--- src/e1rx_pkg.sv ---
`default_nettype none
package e1rx_pkg;
    localparam int NCH = 22;
    localparam int CFG_W = 8;
    localparam int ADDR_W = 7;
    localparam int SLOT_W = 5;
    localparam int ACC_W = 16;
    localparam int IDX_W = 5;

    localparam logic [ADDR_W-1:0] ADDR_CFG_A_BASE = 7'h00;
    localparam logic [ADDR_W-1:0] ADDR_CFG_B_BASE = 7'h20;
    localparam logic [ADDR_W-1:0] ADDR_STREAM_CTRL = 7'h40;
    localparam logic [ADDR_W-1:0] ADDR_LOS_STAT0 = 7'h41;
    localparam logic [ADDR_W-1:0] ADDR_LOS_STAT1 = 7'h42;
    localparam logic [ADDR_W-1:0] ADDR_LOS_STAT2 = 7'h43;
    localparam logic [ADDR_W-1:0] NCH_SPAN = 7'h16;

    localparam int CFA_PWRDN = 0;
    localparam int CFA_FLOAT = 6;
    localparam int CFA_HOLD = 7;
    localparam int CFB_MODE_LSB = 0;
    localparam int CFB_INV = 3;
    localparam int CFB_EDGE = 4;
    localparam int CFB_SEL_LSB = 5;
    localparam int SCTL_EN = 0;
    localparam int SCTL_FAST = 1;
    localparam int LOS_B1_LSB = 8;
    localparam int LOS_B2_LSB = 16;
    localparam int LOS_B2_W = 6;

    localparam logic [CFG_W-1:0] CFG_A_RST = 8'h00;
    localparam logic [CFG_W-1:0] CFG_B_RST = 8'h10;

    // Clock rates in kHz; NCO steps toggle twice per output period
    localparam int SYS_CLK_KHZ = 40000;
    localparam int REF_CLK_KHZ = 2048;
    localparam int STREAM_FAST_KHZ = 2048;
    localparam int STREAM_SLOW_KHZ = 8;
    localparam logic [ACC_W-1:0] NCO_MOD = ACC_W'(SYS_CLK_KHZ);
    localparam logic [ACC_W-1:0] REF_STEP = ACC_W'(2 * REF_CLK_KHZ);
    localparam logic [ACC_W-1:0] FAST_STEP = ACC_W'(2 * STREAM_FAST_KHZ);
    localparam logic [ACC_W-1:0] SLOW_STEP = ACC_W'(2 * STREAM_SLOW_KHZ);

    localparam logic [SLOT_W-1:0] LOS_SLOTS = 5'h16;
    localparam logic [SLOT_W-1:0] PAD_SLOTS = 5'h07;
    localparam logic [SLOT_W-1:0] LAST_SLOT = LOS_SLOTS + PAD_SLOTS - 5'h01;

    typedef enum logic [1:0] {
        MODE_SR_NRZ = 2'h0,
        MODE_DR_NRZ = 2'h1,
        MODE_DR_RZ = 2'h2,
        MODE_DR_SLICED = 2'h3
    } e1rx_mode_t;

    typedef enum logic [2:0] {
        MF_PRBS = 3'h0,
        MF_AIS = 3'h1,
        MF_EXZ = 3'h2,
        MF_BPV = 3'h3,
        MF_EXZ_BPV = 3'h4,
        MF_LOS = 3'h5,
        MF_RCLK = 3'h6,
        MF_XOR = 3'h7
    } e1rx_mf_sel_t;

    typedef struct packed {
        logic [ADDR_W-1:0] addr;
        logic [CFG_W-1:0] wdata;
        logic wr;
        logic rd;
    } e1rx_bus_req_t;

    typedef struct packed {
        logic [NCH-1:0][CFG_W-1:0] cfg_a;
        logic [NCH-1:0][CFG_W-1:0] cfg_b;
        logic [NCH-1:0] rclk_prev;
        logic [NCH-1:0] pos_bit;
        logic [NCH-1:0] neg_bit;
        logic [NCH-1:0] mf;
        logic [NCH-1:0] pos_o;
        logic [NCH-1:0] neg_o;
        logic [NCH-1:0] clk_o;
        logic [NCH-1:0] oe;
        logic [ACC_W-1:0] ref_acc;
        logic ref_clk;
        logic en;
        logic fast;
        logic [ACC_W-1:0] s_acc;
        logic sclk;
        logic [SLOT_W-1:0] slot;
        logic los_o;
        logic mark_o;
        logic s_oe;
        logic [CFG_W-1:0] rdata;
    } e1rx_state_t;
endpackage
`default_nettype wire

--- src/e1rx_sysout.sv ---
// Summary of operation
// - Dual-rail modes drive positive and negative rails
// - Dual NRZ: undecoded rails retimed on edge
// - Dual RZ: undecoded RZ rails on edge
// - Sliced mode passes raw pulses untimed
// - Differential: tip-positive pulse on positive rail
// - Single-ended: tip positive pulse on positive rail
// - Invert bit b3 sets rail active level
// - Power down: outputs float or low, b6
// - Single NRZ: multifunction source by b7~5
// - Multifunction updates on edge (recovered clock source follows clock), active high
// - Clock pin carries recovered 2.048 MHz clock
// - Edge select b4 picks rising or falling
// - On LOS clock holds high or reference
// - Sliced mode: clock pin carries multifunction
// - Serial LOS streams all 22 channels
// - Seven low padding slots follow channels
// - Serial LOS updates on status rising edge
// - Serial LOS floats when stream disabled
// - Marker pulses once per 29 slots
// - Marker rising-edge updated, floats when disabled
// - Single NRZ: decoded data on active edge
// - Reference clock 2.048 MHz from master clock
`timescale 1ns/100ps
`default_nettype none
module e1rx_sysout
    import e1rx_pkg::*;
(
    input wire logic i_clk,
    input wire logic i_sys_rst,
    input wire e1rx_bus_req_t i_bus,
    output logic [CFG_W-1:0] o_rdata,
    input wire logic [NCH-1:0] i_cdr_clk,
    input wire logic [NCH-1:0] i_slice_pos,
    input wire logic [NCH-1:0] i_slice_neg,
    input wire logic [NCH-1:0] i_rx_nrz_data,
    input wire logic [NCH-1:0] i_prbs_match,
    input wire logic [NCH-1:0] i_alarm_indication_flag,
    input wire logic [NCH-1:0] i_excess_zeros_flag,
    input wire logic [NCH-1:0] i_bipolar_violation_flag,
    input wire logic [NCH-1:0] i_line_los,
    output logic [NCH-1:0] o_rx_pos_rail,
    output logic [NCH-1:0] o_rx_neg_rail,
    output logic [NCH-1:0] o_rx_recovered_clk,
    output logic [NCH-1:0] o_rx_oe,
    output logic o_status_stream_clock,
    output logic o_serial_los_status,
    output logic o_serial_los_oe,
    output logic o_los_frame_marker,
    output logic o_los_frame_marker_oe
);
    e1rx_state_t st_q;
    e1rx_state_t st_d;

    always_comb begin
        logic pd;
        logic flt;
        logic inv;
        logic es;
        logic act_edge;
        logic rz_phase;
        logic src;
        logic [ACC_W-1:0] sum;
        logic [ACC_W-1:0] step;
        logic [ADDR_W-1:0] off;
        e1rx_mode_t mode;
        e1rx_mf_sel_t sel;
        pd = 1'b0;
        flt = 1'b0;
        inv = 1'b0;
        es = 1'b0;
        act_edge = 1'b0;
        rz_phase = 1'b0;
        src = 1'b0;
        sum = '0;
        step = '0;
        off = '0;
        mode = MODE_SR_NRZ;
        sel = MF_PRBS;
        st_d = st_q;

        // Register writes
        if (i_bus.wr) begin
            if (i_bus.addr >= ADDR_CFG_A_BASE && i_bus.addr < ADDR_CFG_A_BASE + NCH_SPAN) begin
                off = i_bus.addr - ADDR_CFG_A_BASE;
                st_d.cfg_a[off[IDX_W-1:0]] = i_bus.wdata;
            end else if (i_bus.addr >= ADDR_CFG_B_BASE && i_bus.addr < ADDR_CFG_B_BASE + NCH_SPAN) begin
                off = i_bus.addr - ADDR_CFG_B_BASE;
                st_d.cfg_b[off[IDX_W-1:0]] = i_bus.wdata;
            end else if (i_bus.addr == ADDR_STREAM_CTRL) begin
                st_d.en = i_bus.wdata[SCTL_EN];
                st_d.fast = i_bus.wdata[SCTL_FAST];
            end
        end

        // Read data stands only in the cycle after the strobe
        st_d.rdata = '0;
        if (i_bus.rd) begin
            if (i_bus.addr >= ADDR_CFG_A_BASE && i_bus.addr < ADDR_CFG_A_BASE + NCH_SPAN) begin
                off = i_bus.addr - ADDR_CFG_A_BASE;
                st_d.rdata = st_q.cfg_a[off[IDX_W-1:0]];
            end else if (i_bus.addr >= ADDR_CFG_B_BASE && i_bus.addr < ADDR_CFG_B_BASE + NCH_SPAN) begin
                off = i_bus.addr - ADDR_CFG_B_BASE;
                st_d.rdata = st_q.cfg_b[off[IDX_W-1:0]];
            end else if (i_bus.addr == ADDR_STREAM_CTRL) begin
                st_d.rdata[SCTL_EN] = st_q.en;
                st_d.rdata[SCTL_FAST] = st_q.fast;
            end else if (i_bus.addr == ADDR_LOS_STAT0) begin
                st_d.rdata = i_line_los[CFG_W-1:0];
            end else if (i_bus.addr == ADDR_LOS_STAT1) begin
                st_d.rdata = i_line_los[LOS_B1_LSB +: CFG_W];
            end else if (i_bus.addr == ADDR_LOS_STAT2) begin
                st_d.rdata[LOS_B2_W-1:0] = i_line_los[LOS_B2_LSB +: LOS_B2_W];
            end
        end

        // Fractional divider: 40 MHz is not a multiple of 2.048 MHz, so edges jitter by one cycle
        sum = st_q.ref_acc + REF_STEP;
        if (sum >= NCO_MOD) begin
            st_d.ref_acc = sum - NCO_MOD;
            st_d.ref_clk = ~st_q.ref_clk;
        end else begin
            st_d.ref_acc = sum;
        end

        // Per-channel receive output pins
        for (int c = 0; c < NCH; c++) begin
            pd = st_q.cfg_a[c][CFA_PWRDN];
            flt = st_q.cfg_a[c][CFA_FLOAT];
            inv = st_q.cfg_b[c][CFB_INV];
            es = st_q.cfg_b[c][CFB_EDGE];
            mode = e1rx_mode_t'(st_q.cfg_b[c][CFB_MODE_LSB +: 2]);
            sel = e1rx_mf_sel_t'(st_q.cfg_b[c][CFB_SEL_LSB +: 3]);
            st_d.rclk_prev[c] = i_cdr_clk[c];
            act_edge = es ? (i_cdr_clk[c] & ~st_q.rclk_prev[c]) : (~i_cdr_clk[c] & st_q.rclk_prev[c]);
            // RZ mark occupies the half period that follows the active edge
            rz_phase = ~(i_cdr_clk[c] ^ es);
            case (sel)
                MF_PRBS: src = i_prbs_match[c];
                MF_AIS: src = i_alarm_indication_flag[c];
                MF_EXZ: src = i_excess_zeros_flag[c];
                MF_BPV: src = i_bipolar_violation_flag[c];
                MF_EXZ_BPV: src = i_excess_zeros_flag[c] | i_bipolar_violation_flag[c];
                MF_LOS: src = i_line_los[c];
                MF_RCLK: src = i_cdr_clk[c];
                default: src = i_slice_pos[c] ^ i_slice_neg[c];
            endcase
            // Recovered clock as a source follows the clock itself, not an edge sample
            if (sel == MF_RCLK || act_edge) begin
                st_d.mf[c] = src;
            end
            if (act_edge) begin
                st_d.pos_bit[c] = i_slice_pos[c];
                st_d.neg_bit[c] = i_slice_neg[c];
            end
            if (pd) begin
                st_d.pos_o[c] = 1'b0;
                st_d.neg_o[c] = 1'b0;
                st_d.clk_o[c] = 1'b0;
                st_d.oe[c] = ~flt;
            end else begin
                st_d.oe[c] = 1'b1;
                case (mode)
                    MODE_SR_NRZ: begin
                        if (act_edge) begin
                            st_d.pos_o[c] = i_rx_nrz_data[c] ^ inv;
                        end
                        st_d.neg_o[c] = st_d.mf[c];
                    end
                    MODE_DR_NRZ: begin
                        if (act_edge) begin
                            st_d.pos_o[c] = i_slice_pos[c] ^ inv;
                            st_d.neg_o[c] = i_slice_neg[c] ^ inv;
                        end
                    end
                    MODE_DR_RZ: begin
                        st_d.pos_o[c] = (st_d.pos_bit[c] & rz_phase) ^ inv;
                        st_d.neg_o[c] = (st_d.neg_bit[c] & rz_phase) ^ inv;
                    end
                    default: begin
                        st_d.pos_o[c] = i_slice_pos[c] ^ inv;
                        st_d.neg_o[c] = i_slice_neg[c] ^ inv;
                    end
                endcase
                if (mode == MODE_DR_SLICED) begin
                    st_d.clk_o[c] = st_d.mf[c];
                end else if (i_line_los[c]) begin
                    st_d.clk_o[c] = st_q.cfg_a[c][CFA_HOLD] ? 1'b1 : st_q.ref_clk;
                end else begin
                    st_d.clk_o[c] = i_cdr_clk[c];
                end
            end
        end

        // Serial LOS stream, 29 status clock cycles per round
        st_d.s_oe = st_q.en;
        if (!st_q.en) begin
            st_d.s_acc = '0;
            st_d.sclk = 1'b0;
            st_d.slot = '0;
            st_d.los_o = 1'b0;
            st_d.mark_o = 1'b0;
        end else begin
            step = st_q.fast ? FAST_STEP : SLOW_STEP;
            sum = st_q.s_acc + step;
            if (sum >= NCO_MOD) begin
                st_d.s_acc = sum - NCO_MOD;
                st_d.sclk = ~st_q.sclk;
                if (!st_q.sclk) begin
                    st_d.mark_o = (st_q.slot == '0);
                    st_d.los_o = (st_q.slot < LOS_SLOTS) ? i_line_los[st_q.slot] : 1'b0;
                    st_d.slot = (st_q.slot == LAST_SLOT) ? '0 : st_q.slot + 5'h01;
                end
            end else begin
                st_d.s_acc = sum;
            end
        end
    end

    always_ff @(posedge i_clk or posedge i_sys_rst) begin
        if (i_sys_rst) begin
            st_q <= '0;
            for (int c = 0; c < NCH; c++) begin
                st_q.cfg_a[c] <= CFG_A_RST;
                st_q.cfg_b[c] <= CFG_B_RST;
            end
        end else begin
            st_q <= st_d;
        end
    end

    assign o_rdata = st_q.rdata;
    assign o_rx_pos_rail = st_q.pos_o;
    assign o_rx_neg_rail = st_q.neg_o;
    assign o_rx_recovered_clk = st_q.clk_o;
    assign o_rx_oe = st_q.oe;
    assign o_status_stream_clock = st_q.sclk;
    assign o_serial_los_status = st_q.los_o;
    assign o_serial_los_oe = st_q.s_oe;
    assign o_los_frame_marker = st_q.mark_o;
    assign o_los_frame_marker_oe = st_q.s_oe;

    // Channel 0 views for checking
    logic ch0_pd;
    logic ch0_flt;
    logic ch0_inv;
    logic ch0_hold;
    e1rx_mode_t ch0_mode;
    assign ch0_pd = st_q.cfg_a[0][CFA_PWRDN];
    assign ch0_flt = st_q.cfg_a[0][CFA_FLOAT];
    assign ch0_hold = st_q.cfg_a[0][CFA_HOLD];
    assign ch0_inv = st_q.cfg_b[0][CFB_INV];
    assign ch0_mode = e1rx_mode_t'(st_q.cfg_b[0][CFB_MODE_LSB +: 2]);
endmodule
`default_nettype wire

--- config.mk ---
export PLATFORM = sky130hd
export DESIGN_NAME = e1rx_sysout
export DESIGN_NICKNAME = d
export VERILOG_FILES = /design/src/e1rx_pkg.sv /design/src/e1rx_sysout.sv
export SDC_FILE = /design/constraint.sdc
export NUM_CORES = 2
export LEC_CHECK = 0
export ABC_CLOCK_PERIOD_IN_PS = 47200
export BUFFER_PORTS_ARGS = -buffer_cell sky130_fd_sc_hd__buf_4
export CORE_UTILIZATION = 44
export CTS_CLUSTER_DIAMETER = 60
export DETAILED_ROUTE_END_ITERATION = 7
export SLEW_MARGIN = 10
export SYNTH_ARGS = -nofsm -noshare
export SYNTH_HDL_FRONTEND = slang
export SYNTH_SLANG_ARGS = --single-unit
--- constraint.sdc ---
create_clock -name i_clk -period 47.2 [get_ports i_clk]
set_input_delay 4.72 -clock i_clk [delete_from_list [all_inputs] [get_ports i_clk]]
set_output_delay 4.72 -clock i_clk [all_outputs]
set_load 0.05 [all_outputs]
== After elaboration in Yosys (flattened, before gate mapping) ==
Index checks and enable logic that the tools add are counted.

* Output and inout port bits: 101
* Logic and storage cells: 1228
* Register bits after elaboration: 580

* Mux-type cells: 403
* Bitwise logic cells: 356
* Reduce and logical (&&, ||, !) cells: 97
* Equality and inequality tests: 249
* Add/sub/neg operators: 6
* Magnitude comparators: 12

{| class="wikitable"
|+ Operators by type and width
! operator !! number
|-
| $bwmux W176 || 2
|-
| $mux W1 || 310
|-
| $eq A3 B3 Y1 const B || 66
|-
| $pmux W1 S7 || 22
|-
| $xor A1 B1 Y1 || 154
|-
| $eq A3 B2 Y1 const B || 44
|-
| $ne A3 B3 Y1 const B || 44
|-
| $pmux W1 S3 || 44
|-
| $not A1 Y1 || 92
|-
| $and A1 B1 Y1 || 88
|-
| $eq A2 B2 Y1 const B || 44
|-
| $bmux W8 S5 || 2
|-
| $demux W8 S5 || 2
|-
| $mux W8 || 9
|-
| $eq A3 B1 Y1 const B || 22
|-
| $logic_not A3 Y1 || 22
|-
| $reduce_and A2 Y1 || 24
|-
| $eq A2 B1 Y1 const B || 22
|-
| $logic_not A2 Y1 || 22
|-
| $ge A16 B16 Y1 const B || 2
|-
| $mux W16 || 2
|-
| $sub A16 B16 Y16 const B || 2
|-
| $eq A7 B7 Y1 const B || 4
|-
| $mux W24 || 1
|-
| other kinds (26) || 77
|}

== Depth between registers and ports, before layout ==
* Depth in word-level cells: 8
* Gate-level depth with buffers: 13

== Worst setup path before layout ==
OpenSTA, ideal clock, no wires.

* Kind: input to register
* From: input port i_bus[10] (netlist bit)
* To: register st_q (netlist bit o_rdata[6])
* Cell stages on the path: 7
* Data required time: 47.077 ns
* Setup slack: 40.730 ns
* Data arrival time: 6.347 ns
* Cells stage by stage: buf_4 buf_4 buf_2 mux4_2 o22ai_1 nor3_1 o221a_2

{| class="wikitable"
|+ RTL lines
! what !! RTL line !! text
|-
| start: declaration || e1rx_sysout.sv:31 || <nowiki>input wire e1rx_bus_req_t i_bus,</nowiki>
|-
| end signal: assignment || e1rx_sysout.sv:228 || <nowiki>st_q <= st_d;</nowiki>
|-
| end: declaration || e1rx_sysout.sv:52 || <nowiki>e1rx_state_t st_q;</nowiki>
|}

==> results.cfg <==
[status]
status = finished, final reports clean

[pwr]
p_leak_nw = 16.1
p_per_area_nw_per_um2 = 40.2
ir_drop_mv = 0.0231

[final_layout]
nets = 3114
drive_above_1_share_pct = 35.9
fin_util_pct = 51.2
final_cell_mix = dfrtp_1 (548), mux2_2 (412), buf_4 (323)
finish.instance_area_um2 = 36100
antenna_cells = 0
multi_input_area_um2 = 15600
fillers = 6152
final_common_cell = dfrtp_1
area_growth_pct = 14.2
final-seq-area_um2 = 14300

[detailed_routing]
via_per_inst = 6.01
wl_per_cell_um = 25.1
drt_iter0_drc = 1866
drc = 0
vias = 23300
dr.pass1.iters = 5
ant_nets = 0
wl_um = 97400

[yosys]
synth_top_cell_by_area = dfrtp_1
ys_types = 84
synth-edff-count = 0
ys_seq_area_share_pct = 45.2
synth_area_um2 = 31600
async_flop_share_pct = 100
synth_cells = 2756
synth_top_area_share_pct = 43.4
synth_nets = 2984
ys_seq_elements = 570
ys.flop_type = dfrtp_1
yosysWarnings = 0
synth.avg_cell_area_um2 = 11.5
synth_area_leaders = dfrtp_1 (43%), mux2_2 (15%), mux4_2 (8.8%)

[worst_setup_path]
required_ns = 47.69
worstPathMaxFanout = 46
cp.arrival_ns = 7.87
crit_type = input pin to flop
cp-end-kind = flop
start_kind = input pin

[global_routing]
grt_max_degree = 174
antenna_found_initial = 5
grt_pass1_vias = 23300
grt.overflow.total = 0
grt_pass1_wl_um = 148000
grt_usage_pct = 26.6

[timing]
worst_pin_slew_ns = 1.03
fin_crit_sh_pct = 15.6
hold_viol = 0
finClkSkew_ns = 0.0205
fin_setup_tns_ns = 0
finalMaxSlewViolations = 0
finalSetupViolations = 0
slew_headroom_pct = 31.1
rsz0062_at_grt = no
hold_ws_ns = 0.464
clock.fmax_mhz = 135
period_needed_ns = 7.38

[floorplanning]
die-area_um2 = 72900
start_util_pct = 44.8
die_w_um = 270
core_um2 = 70500
num_rows = 97
ios = 318
fp.dieH_um = 270

[placed_design]
placed_area_um2 = 33800
place_congestion = 0.944
io_buffers = 317
hpwl_um = 69600

[cts]
cts_tree = built
clock_latency_ns = 0.61
cts_buffers = 70
clock-root-buffer = clkbuf_16
h-tree-depth = 3
ctsResizeCount = 0
path_clk_slew_ns = 0.06
postCtsSetupBuffers = 0
clock-sinks = 570
hold_buffers = 0
clock_path_buffers = 3

[hold_path]
hold_class = flop to flop

[flow_run]
maxCapViolations = 0
## Yosys cell counts, types with 12 or more instances
cell	number
a311oi_1	20
a21oi_1	106
dfstp_2	22
nor2_1	190
or3_1	40
nor4_1	27
nor3_1	45
nand3b_1	23
nor2b_1	22
xor2_1	38
inv_1	52
mux2i_1	85
a31oi_1	33
nand3_1	38
clkbuf_1	130
mux2_2	412
buf_4	106
nand2_2	16
xnor2_1	65
o21ai_0	71
o211ai_1	14
mux4_2	123
nor3b_1	12
buf_2	23
nand2_1	177
nand2b_1	47
dfrtp_1	548
a221oi_1	25
a22oi_1	21
o21ai_1	13
or2_2	16
o22ai_1	32
## cells by family after synthesis
family                     synth area share [%]
AOI/OAI and AO/OA                          8.82
xor gates and xnor gates                   2.86
adders and majority gates                 0.436
buffers and inverters                      5.26
DFF                                        45.2
muxes                                      26.2
and+or+nand+nor                            11.2
## registers in the layout (all words and copies together), names as in the netlist, 2 cells and up
| register | flops |
|---|---|
| o_rx_neg_rail | 22 |
| ch0_mode | 2 |
| o_rx_recovered_clk | 22 |
| o_rdata | 8 |
| st_q | 463 |
| o_rx_pos_rail | 22 |
| o_rx_oe | 22 |
## stage by stage
stage                     total power, mW  cells  setup slack (ns)
after CTS                            1.46   3878             39.80
after global placement              0.907   3754             39.19
after floorplan                     0.830   2756             26.57
after detailed placement            0.916   3754             39.17
final                                1.45   3878             39.82
after global routing                 1.52   3878             39.59
## where the power goes
| part | switching, mW | internal, mW | leakage (nW) |
|---|---|---|---|
| Sequential | 0.0597 | 0.540 | 7.29 |
| Clock | 0.221 | 0.321 | 1.12 |
| Combinational | 0.179 | 0.131 | 7.67 |
| Total | 0.459 | 0.992 | 16.1 |
## per-layer routing
layer / GRT usage, % / part of all wire [%] / vias up
met5: 0 / 0.050 / -
met4: 9.05 / 3.1 / 8
met3: 4.74 / 6.3 / 174
met2: 43.1 / 48 / 769
met1: 35.9 / 43 / 12100
li1: - / - / 10300
## final cells by class
class                      instances  area share [%]
sequential                       570            39.6
clock buffer                      93            5.40
tap                              940            3.26
timing repair buffer             326            6.86
multi-input combinational       1865            43.3
clock inverter                    31           0.978
inverter                          53           0.572
## worst max-delay path: stages
cell	delay, ns
buf_6	0.46
buf_4	0.59
buf_4	0.64
mux4_2	0.60
mux4_2	0.47
o211ai_1	0.17
a21oi_1	0.09
## final timing paths
check	startpoint	depth (start not counted)	slack, ns	end
min reg2reg	st_q[546]$_DFFE_PP0P_	1	0.46	o_rx_oe[17]$_DFF_PP0_
min in group asynchronous	i_sys_rst	2	4.21	o_rx_recovered_clk[18]$_DFF_PP0_
max in group asynchronous	i_sys_rst	4	40.68	st_q[433]$_DFFE_PP0P_
max	i_bus[10]	7	39.82	o_rdata[7]$_DFF_PP0_
max reg2reg	st_q[33]$_DFFE_PP0P_	11	43.64	st_q[14]$_DFFE_PP0P_
min	st_q[546]$_DFFE_PP0P_	1	0.46	o_rx_oe[17]$_DFF_PP0_
No activity file was read; power rests on OpenSTA's default activity.
